**src/rtl/power_mode_pkg.sv**
```systemverilog
// Constants shared by the power mode manager and its helpers.
// Assumes a single 40 MHz clock.
package power_mode_pkg;
  localparam int NUM_PORTS = 5;
  localparam int CLK_FREQ_MHZ = 40;
  // Power mode field codes
  localparam logic [1:0] MODE_NORMAL = 2'h0;
  localparam logic [1:0] MODE_ENERGY = 2'h1;
  localparam logic [1:0] MODE_SOFT_DOWN = 2'h2;
  localparam logic [1:0] MODE_SAVING = 2'h3;
  localparam logic [1:0] MODE_RESET = MODE_NORMAL;
  // Line pulse while asleep: 120 ns wide, once a second
  localparam int PULSE_WIDTH_NS = 120;
  localparam int PULSE_WIDTH_INT = (PULSE_WIDTH_NS * CLK_FREQ_MHZ + 999) / 1000;
  localparam logic [2:0] PULSE_WIDTH_CYC = 3'(PULSE_WIDTH_INT);
  localparam int PULSE_PERIOD_MS = 1000;
  localparam int PULSE_PERIOD_CYC = PULSE_PERIOD_MS * CLK_FREQ_MHZ * 1000;
  // Time base of the sleep delay
  localparam int SLEEP_UNIT_US = 1000;
  localparam int SLEEP_UNIT_CYC = SLEEP_UNIT_US * CLK_FREQ_MHZ;
  // Internal chip reset length
  localparam int RESET_HOLD_CYC = 16;
  localparam logic [4:0] RESET_LAST = 5'(RESET_HOLD_CYC - 1);
  localparam int TICK_CNT_W = 26;
endpackage

```
**src/rtl/tick_if.sv**
```systemverilog
// Enable request and tick pulse between a divider and its user.
// Assumes both ends share one clock.
`timescale 1ns/1ps
interface tick_if;
  logic run;
  logic tick;
  modport gen (input run, output tick);
  modport user (output run, input tick);
endinterface

```
**src/rtl/power_mode_manager.sv**
```systemverilog
// Power mode manager: power-down pin, internal reset, global modes
// and per-port PHY power-down.
// Assumes host strobes come from logic on clk; pins are asynchronous.
//
// Overview of operation
// - Power-down pin low powers down whole chip
// - Pin release applies internal chip reset
// - Mode field: normal, energy, soft down, saving
// - Reset leaves mode field at normal
// - Normal: clocks, PHY, MAC, host all on
// - From normal, host may select any mode
// - Energy mode: idle beyond sleep delay sleeps
// - Asleep: only receiver energy detect stays on
// - Asleep: 120 ns pulse once per second
// - Energy seen while asleep returns to normal
// - Soft down: clocks, PHYs, MACs all off
// - Soft down: host access wakes with reset
// - Saving needs mode 11, autoneg, no cable
// - Saving: receiver off, back on with activity
// - From saving, host may select any mode
// - Port control bit powers down port PHY
// - Management control bit powers down PHY
`timescale 1ns/1ps
module power_mode_manager #(
  parameter int PULSE_PERIOD = power_mode_pkg::PULSE_PERIOD_CYC,
  parameter int SLEEP_UNIT = power_mode_pkg::SLEEP_UNIT_CYC
) (
  input wire logic clk,
  input wire logic resetn,
  input wire logic chip_power_down_n,
  input wire logic [power_mode_pkg::NUM_PORTS-1:0] cable_energy,
  input wire logic mode_wr,
  input wire logic [1:0] mode_sel,
  input wire logic [7:0] sleep_time,
  input wire logic host_access,
  input wire logic autoneg_en,
  input wire logic [power_mode_pkg::NUM_PORTS-1:0] port_ctrl_pd,
  input wire logic [power_mode_pkg::NUM_PORTS-1:0] miim_pd,
  output logic [1:0] power_mode,
  output logic chip_reset_n,
  output logic pll_clk_en,
  output logic mac_en,
  output logic host_if_en,
  output logic [power_mode_pkg::NUM_PORTS-1:0] phy_tx_en,
  output logic [power_mode_pkg::NUM_PORTS-1:0] phy_rx_en,
  output logic energy_detect_on,
  output logic low_power,
  output logic link_pulse
);
  localparam int NP = power_mode_pkg::NUM_PORTS;

  typedef enum logic [1:0] {ST_OFF, ST_RESET, ST_ACTIVE} top_t;

  typedef struct packed {
    top_t top;
    logic [1:0] mode;
    logic asleep;
    logic [7:0] sleep_count;
    logic [4:0] reset_count;
    logic [2:0] pulse_count;
    logic chip_reset_n;
    logic pll_clk_en;
    logic mac_en;
    logic host_if_en;
    logic [NP-1:0] phy_tx_en;
    logic [NP-1:0] phy_rx_en;
    logic energy_detect_on;
    logic link_pulse;
  } state_t;

  localparam state_t STATE_RESET = '{
    top: ST_OFF,
    mode: power_mode_pkg::MODE_RESET,
    default: '0
  };

  // Core logic runs whenever the mode keeps the clocks alive
  function automatic logic clocks_on(input logic [1:0] mode,
                                     input logic asleep);
    clocks_on = (mode == power_mode_pkg::MODE_NORMAL) ||
                (mode == power_mode_pkg::MODE_SAVING) ||
                (mode == power_mode_pkg::MODE_ENERGY && !asleep);
  endfunction

  state_t s;
  state_t next_s;

  logic [NP:0] pins_sync;
  logic pin_up;
  logic [NP-1:0] energy;
  logic any_energy;
  logic [NP-1:0] port_pd;
  logic [NP-1:0] rx_idle;

  tick_if sleep_tick ();
  tick_if pulse_tick ();

  pin_sync #(
    .WIDTH(NP + 1),
    .INIT({1'b1, {NP{1'b0}}})
  ) u_pin_sync (
    .clk(clk),
    .resetn(resetn),
    .pin({chip_power_down_n, cable_energy}),
    .level(pins_sync)
  );

  assign pin_up = pins_sync[NP];
  assign energy = pins_sync[NP-1:0];
  assign any_energy = |energy;

  tick_gen #(
    .PERIOD(SLEEP_UNIT)
  ) u_sleep_tick (
    .clk(clk),
    .resetn(resetn),
    .t(sleep_tick)
  );

  tick_gen #(
    .PERIOD(PULSE_PERIOD)
  ) u_pulse_tick (
    .clk(clk),
    .resetn(resetn),
    .t(pulse_tick)
  );

  // Sleep time base runs only while idle in energy detect mode
  assign sleep_tick.run = s.top == ST_ACTIVE && !s.asleep && !any_energy &&
                          s.mode == power_mode_pkg::MODE_ENERGY;
  assign pulse_tick.run = s.top == ST_ACTIVE && s.asleep;

  genvar gi;
  generate
    for (gi = 0; gi < NP; gi++) begin : g_port
      assign port_pd[gi] = port_ctrl_pd[gi] | miim_pd[gi];
      // Unused receiver idles while saving with no line activity
      assign rx_idle[gi] = autoneg_en && !energy[gi];
    end
  endgenerate

  always_comb begin
    next_s = s;
    case (s.top)
      ST_OFF: begin
        next_s.mode = power_mode_pkg::MODE_RESET;
        next_s.asleep = 1'b0;
        next_s.reset_count = '0;
        next_s.top = ST_RESET;
      end
      ST_RESET: begin
        next_s.mode = power_mode_pkg::MODE_RESET;
        next_s.asleep = 1'b0;
        next_s.sleep_count = '0;
        next_s.reset_count = s.reset_count + 1'b1;
        if (s.reset_count == power_mode_pkg::RESET_LAST) begin
          next_s.top = ST_ACTIVE;
        end
      end
      ST_ACTIVE: begin
        if (s.mode == power_mode_pkg::MODE_SOFT_DOWN) begin
          if (host_access) begin
            next_s.top = ST_RESET;
            next_s.mode = power_mode_pkg::MODE_RESET;
            next_s.reset_count = '0;
          end
        end else if (mode_wr && !s.asleep) begin
          next_s.mode = mode_sel;
          next_s.sleep_count = '0;
        end
        if (next_s.mode != power_mode_pkg::MODE_ENERGY) begin
          next_s.asleep = 1'b0;
          next_s.sleep_count = '0;
        end else if (s.asleep) begin
          if (any_energy) begin
            next_s.asleep = 1'b0;
            next_s.sleep_count = '0;
          end
        end else if (any_energy) begin
          next_s.sleep_count = '0;
        end else if (s.sleep_count >= sleep_time) begin
          next_s.asleep = 1'b1;
        end else if (sleep_tick.tick) begin
          next_s.sleep_count = s.sleep_count + 1'b1;
        end
      end
      default: begin
        next_s.top = ST_OFF;
      end
    endcase
    if (!pin_up) begin
      next_s.top = ST_OFF;
      next_s.mode = power_mode_pkg::MODE_RESET;
      next_s.asleep = 1'b0;
    end
    // Line pulse while asleep
    if (pulse_tick.tick && next_s.asleep) begin
      next_s.pulse_count = power_mode_pkg::PULSE_WIDTH_CYC;
    end else if (s.pulse_count != 3'h0) begin
      next_s.pulse_count = s.pulse_count - 1'b1;
    end
    // Outputs follow the next state so they change with it
    next_s.chip_reset_n = next_s.top == ST_ACTIVE;
    next_s.pll_clk_en = next_s.top == ST_ACTIVE &&
                        clocks_on(next_s.mode, next_s.asleep);
    next_s.mac_en = next_s.pll_clk_en;
    next_s.host_if_en = next_s.pll_clk_en;
    next_s.phy_tx_en = {NP{next_s.pll_clk_en}} & ~port_pd;
    next_s.phy_rx_en = next_s.phy_tx_en;
    if (next_s.mode == power_mode_pkg::MODE_SAVING) begin
      next_s.phy_rx_en = next_s.phy_tx_en & ~rx_idle;
    end
    next_s.energy_detect_on = next_s.top == ST_ACTIVE && next_s.asleep;
    next_s.link_pulse = next_s.pulse_count != 3'h0;
  end

  always_ff @(posedge clk) begin
    if (!resetn) begin
      s <= STATE_RESET;
    end else begin
      s <= next_s;
    end
  end

  assign power_mode = s.mode;
  assign chip_reset_n = s.chip_reset_n;
  assign pll_clk_en = s.pll_clk_en;
  assign mac_en = s.mac_en;
  assign host_if_en = s.host_if_en;
  assign phy_tx_en = s.phy_tx_en;
  assign phy_rx_en = s.phy_rx_en;
  assign energy_detect_on = s.energy_detect_on;
  assign low_power = s.asleep;
  assign link_pulse = s.link_pulse;

  logic active;
  assign active = s.top == ST_ACTIVE;
endmodule // power_mode_manager

```
**src/rtl/pin_sync.sv**
```systemverilog
// Two flip-flop synchroniser for asynchronous pins.
// Assumes pins are quasi-static relative to clk.
`timescale 1ns/1ps
module pin_sync #(
  parameter int WIDTH = 1,
  parameter logic [WIDTH-1:0] INIT = '0
) (
  input wire logic clk,
  input wire logic resetn,
  input wire logic [WIDTH-1:0] pin,
  output logic [WIDTH-1:0] level
);
  typedef struct packed {
    logic [WIDTH-1:0] meta;
    logic [WIDTH-1:0] stable;
  } sync_t;
  sync_t s;
  sync_t next_s;

  always_comb begin
    next_s.meta = pin;
    next_s.stable = s.meta;
  end

  always_ff @(posedge clk) begin
    if (!resetn) begin
      s <= {INIT, INIT};
    end else begin
      s <= next_s;
    end
  end

  assign level = s.stable;
endmodule // pin_sync

```
**src/rtl/tick_gen.sv**
```systemverilog
// Divider giving a one-cycle enable pulse every PERIOD cycles while run.
// Assumes run comes from logic on the same clock.
`timescale 1ns/1ps
module tick_gen #(
  parameter int PERIOD = 2
) (
  input wire logic clk,
  input wire logic resetn,
  tick_if.gen t
);
  localparam int W = power_mode_pkg::TICK_CNT_W;
  localparam logic [W-1:0] LAST = W'(PERIOD - 1);
  typedef struct packed {
    logic [power_mode_pkg::TICK_CNT_W-1:0] count;
    logic tick;
  } div_t;
  div_t s;
  div_t next_s;

  always_comb begin
    next_s = s;
    next_s.tick = 1'b0;
    if (!t.run) begin
      next_s.count = '0;
    end else if (s.count == LAST) begin
      next_s.count = '0;
      next_s.tick = 1'b1;
    end else begin
      next_s.count = s.count + 1'b1;
    end
  end

  always_ff @(posedge clk) begin
    if (!resetn) begin
      s <= '0;
    end else begin
      s <= next_s;
    end
  end

  assign t.tick = s.tick;
endmodule // tick_gen

```
**config.mk**
```make
export PLATFORM = sky130hd
export DESIGN_NAME = power_mode_manager
export DESIGN_NICKNAME = d
export VERILOG_FILES = /design/src/rtl/power_mode_pkg.sv /design/src/rtl/tick_if.sv /design/src/rtl/power_mode_manager.sv /design/src/rtl/pin_sync.sv /design/src/rtl/tick_gen.sv
export SDC_FILE = /design/constraint.sdc
export NUM_CORES = 1
export LEC_CHECK = 0
export ABC_AREA = 1
export ABC_CLOCK_PERIOD_IN_PS = 2850
export BUFFER_PORTS_ARGS = -buffer_cell sky130_fd_sc_hd__buf_2
export CAP_MARGIN = 20
export CORE_MARGIN = 5
export CORE_UTILIZATION = 30
export CTS_BUF_LIST = sky130_fd_sc_hd__clkbuf_4 sky130_fd_sc_hd__clkbuf_8
export CTS_CLUSTER_DIAMETER = 50
export DETAILED_ROUTE_END_ITERATION = 12
export PLACE_DENSITY = 0.5
export SLEW_MARGIN = 20
export SYNTH_ARGS = -nofsm -noshare
export SYNTH_HDL_FRONTEND = slang
export SYNTH_HIERARCHICAL = 1
export SYNTH_SLANG_ARGS = --single-unit
```
**constraint.sdc**
```tcl
create_clock -name clk -period 2.85 [get_ports clk]
set_input_delay 0.285 -clock clk [delete_from_list [all_inputs] [get_ports clk]]
set_output_delay 0.285 -clock clk [all_outputs]
set_load 0.005 [all_outputs]
```
==> impl_results.md <==
* Outcome: finished, final reports clean
* Final Wtd Congestion at 0.824
* Sequential power share at 57.1%
* ANT cells at 0
* Internal at 1.86 mW
* Worst-skew pair later-pin latency at 0.38 ns
* Fmax at 496 MHz
* Fillcell total at 1982
* Crit path kind: register to register
* Sw frac at 27.0%
* Clock Path Buffers at 2
* Net switching power at 686 uW
* Post-CTS setup buffer count at 0
* Top cells by area, synth: dfxtp_1 37%, nand2_1 13%, nor2_1 11%, inv_1 8.3%, ha_1 5.0%
* Critical path endpoint: phy_tx_en[2]$_SDFF_PN0_
* Comb power frac at 6.7%
* LEAKAGE at 2.56 nW
* Layout area overhead at 10.3%
* Cells on worst reg2reg path at 13
* Overall power at 2.54 mW
* Layout Utilization at 33.5%
* Total number of vias at 4597
* Register area share after synthesis at 37.0%
* Top Metal Used: met4
* Starting DRT DRC Count at 231
* Synth top area share at 37.0%
* Initial core utilization at 30.4%
* Die Y at 145 um
* Number of global-route vias before repair at 4190
* Worst Skew at 0.0188 ns
* Hold/Removal Path Class: input port to register
* WL per Instance at 10.5 um
* Net Count, Synth at 858
* Final hold vios at 0
* Post-Route WL at 11300 um
* Metal-1 WL at 5680 um
* Synth Instances at 805
* WL met2 at 4920 um
* TritonCTS clock tree: built
* Syn Std Cell Area at 5460 um2
* Pins over their slew limit at 0
* CTS Sinks at 101
* Number of synthesized flops with an enable pin at 0
* Layout cells sized above 1 at 12.4%
* DRT Pass-1 Iters at 5
* RR Endpoint: phy_tx_en[2]$_SDFF_PN0_
* Actual slew at the worst max-slew pin at 0.491 ns
* Syn. warnings at 6
* Ys async rst share at 0%
* R2R Setup Slk at 0.83 ns
* Vias per cell at 4.26
* Endpoints failing setup at 0
* Peak VDD IR at 0.000194 V
* Port bufs at 49
* CP Launch Type: register
* CP Capture Type: register
* Crit path from: s[35]$_SDFF_PN0_
* Cts bufs inserted at 9
* Die area at 21000 um2
* Final worst path period share at 70.8%
* Main flop type after synthesis: dfxtp_1
* Fin crit period at 2.02 ns
* Core ar. at 18000 um2
* Worst rel slew slack at 67.3%
* First-pass GRT wire length at 19300 um
* Hpwl dp at 8580 um
* Grt ovf at 0
* Nets at 898
* Post-route DRC at 0
* Clock transition at path regs at 0.11 ns
* Largest net degree at the start of global routing at 26
* Setup TNS at 0 ns
* Count leader, synth: nand2_1
* Die width at 145 um
* Post-synthesis cell type count at 32
* Yosys top cell by area: dfxtp_1
* Syn Area/Cell at 6.78 um2
* H-tree levels at 3
* Floorplan row count at 49
* Synth cell count leaders: 194 x nand2_1, 153 x nor2_1, 120 x inv_1
* Clock power share at 36.2%
* Cts hold-fix bufs at 0
* Synthesized flop and latch total at 101
* Cts repair resizes at 0
* I/O pin cnt at 50
* Root Buffer: clkbuf_8
* RSZ-0062 raised after global routing: false
* CP max FO at 6
* Post-route ant nets at 0
* Total track usage at 11.3%
* Origin of the critical flop-to-flop path: s[35]$_SDFF_PN0_
* Initial antenna violation count at 0
* Critical Path RT at 3.14 ns
* Met3 WL post-DR at 560 um
* Pwr per Cell Area at 423 nW/um2
* Worst EP arrival at 2.31 ns
* Max cap viols at 0
## cell families after synthesis
logic type	after synthesis	synth area share [%]
xor gates and xnor gates	31	4.97
adders and majority gates	22	5.04
and+or+nand+nor	458	36.5
AOI/OAI and AO/OA	48	4.79
buffers and inverters	145	11.6
DFF	101	37.0
## registers in the layout (all words and copies together) (netlist names)
name / count
u_pulse_tick/s: 26
u_sleep_tick/s: 26
s: 18
u_pin_sync/level: 6
u_pin_sync/next_s: 6
phy_rx_en: 5
phy_tx_en: 5
power_mode: 2
chip_reset_n: 1
energy_detect_on: 1
host_if_en: 1
link_pulse: 1
low_power: 1
u_pulse_tick/t.tick: 1
u_sleep_tick/t.tick: 1
## metal layers
| metal | track usage (%) | vias up |
|---|---|---|
| li1 | - | 2534 |
| met1 | 15.0 | 1986 |
| met2 | 18.4 | 66 |
| met3 | 2.79 | 11 |
| met4 | 3.24 | 0 |
| met5 | 0 | - |
## power by group through the flow
stage | logic, mW | clock network [mW] | registers (mW)
2_1_floorplan | 0.113 | 0 | 1.48
3_3_place_gp | 0.173 | 0 | 1.49
3_5_place_dp | 0.174 | 0 | 1.49
4_1_cts | 0.175 | 0.977 | 1.45
5_1_grt | 0.200 | 1.03 | 1.46
6_report | 0.171 | 0.921 | 1.45
## area by class of cell
class                           instances  area [um2]  share of cell area [%]
Inverter                              125         469                    7.79
Timing Repair Buffer                   49         245                    4.07
Clock inverter                          7        72.6                    1.21
Clock buffer                            9         124                    2.06
Tap cell                              229         287                    4.76
Multi-Input combinational cell        559        2800                    46.5
Sequential cell                       101        2020                    33.6
## cells in the final DEF (no fill, tap or decap), types with 2 or more instances in the layout
cell and n:
nand3_1 55, a211oi_1 2, nand4_1 9, xor2_1 16, inv_1 120, inv_8 2, ha_1 22, nand2_4 3
nand2_1 194, a21oi_1 31, xnor2_1 15, clkbuf_8 9, nor2_1 153, dfxtp_1 101, nor3_1 6, nor2_2 14
inv_2 4, o21ai_0 9, o211ai_1 3, buf_2 49, nor2_4 7, inv_6 3, nand2_2 9, or2_0 2
nor4_1 2
## per-stage QoR
stage               setup slack, ns  cells  hold slack (ns)  cell area [um2]
CTS                           0.843   1079           0.0363             6020
detailed placement            0.868   1063            0.389             5820
floorplan                      1.11    805            0.370             5460
finish                        0.833   1079           0.0711             6020
global placement              0.837   1063            0.393             5820
global route                  0.554   1079           0.0431             6020
## worst max-delay path, stage by stage, from the launching register on
cell,delay [ns]
dfxtp_1,0.34
inv_1,0.11
ha_1,0.27
inv_1,0.11
nor2_1,0.15
nand2_1,0.07
nor2_1,0.13
nand2_1,0.07
a21oi_1,0.17
nand2_1,0.15
nand2_1,0.10
nand2_2,0.10
nand3_1,0.11
inv_1,0.05
## how the worst min path moves through the flow
| stage | cells past startpoint | slack [ns] | to | start |
|---|---|---|---|---|
| final | 3 | 0.07 | u_pin_sync/next_s[5]$_SDFF_PN1_ | chip_power_down_n |
| after global routing | 3 | 0.04 | u_pin_sync/next_s[0]$_SDFF_PN0_ | cable_energy[0] |
| after CTS | 3 | 0.04 | u_pin_sync/next_s[5]$_SDFF_PN1_ | chip_power_down_n |
| after detailed placement | 2 | 0.39 | u_pin_sync/level[5]$_SDFF_PN1_ | u_pin_sync/next_s[5]$_SDFF_PN1_ |
| after global placement | 2 | 0.39 | u_pin_sync/level[5]$_SDFF_PN1_ | u_pin_sync/next_s[5]$_SDFF_PN1_ |
| after floorplan | 2 | 0.37 | u_pin_sync/next_s[5]$_SDFF_PN1_ | chip_power_down_n |
Power figures use the tool's default switching activity.
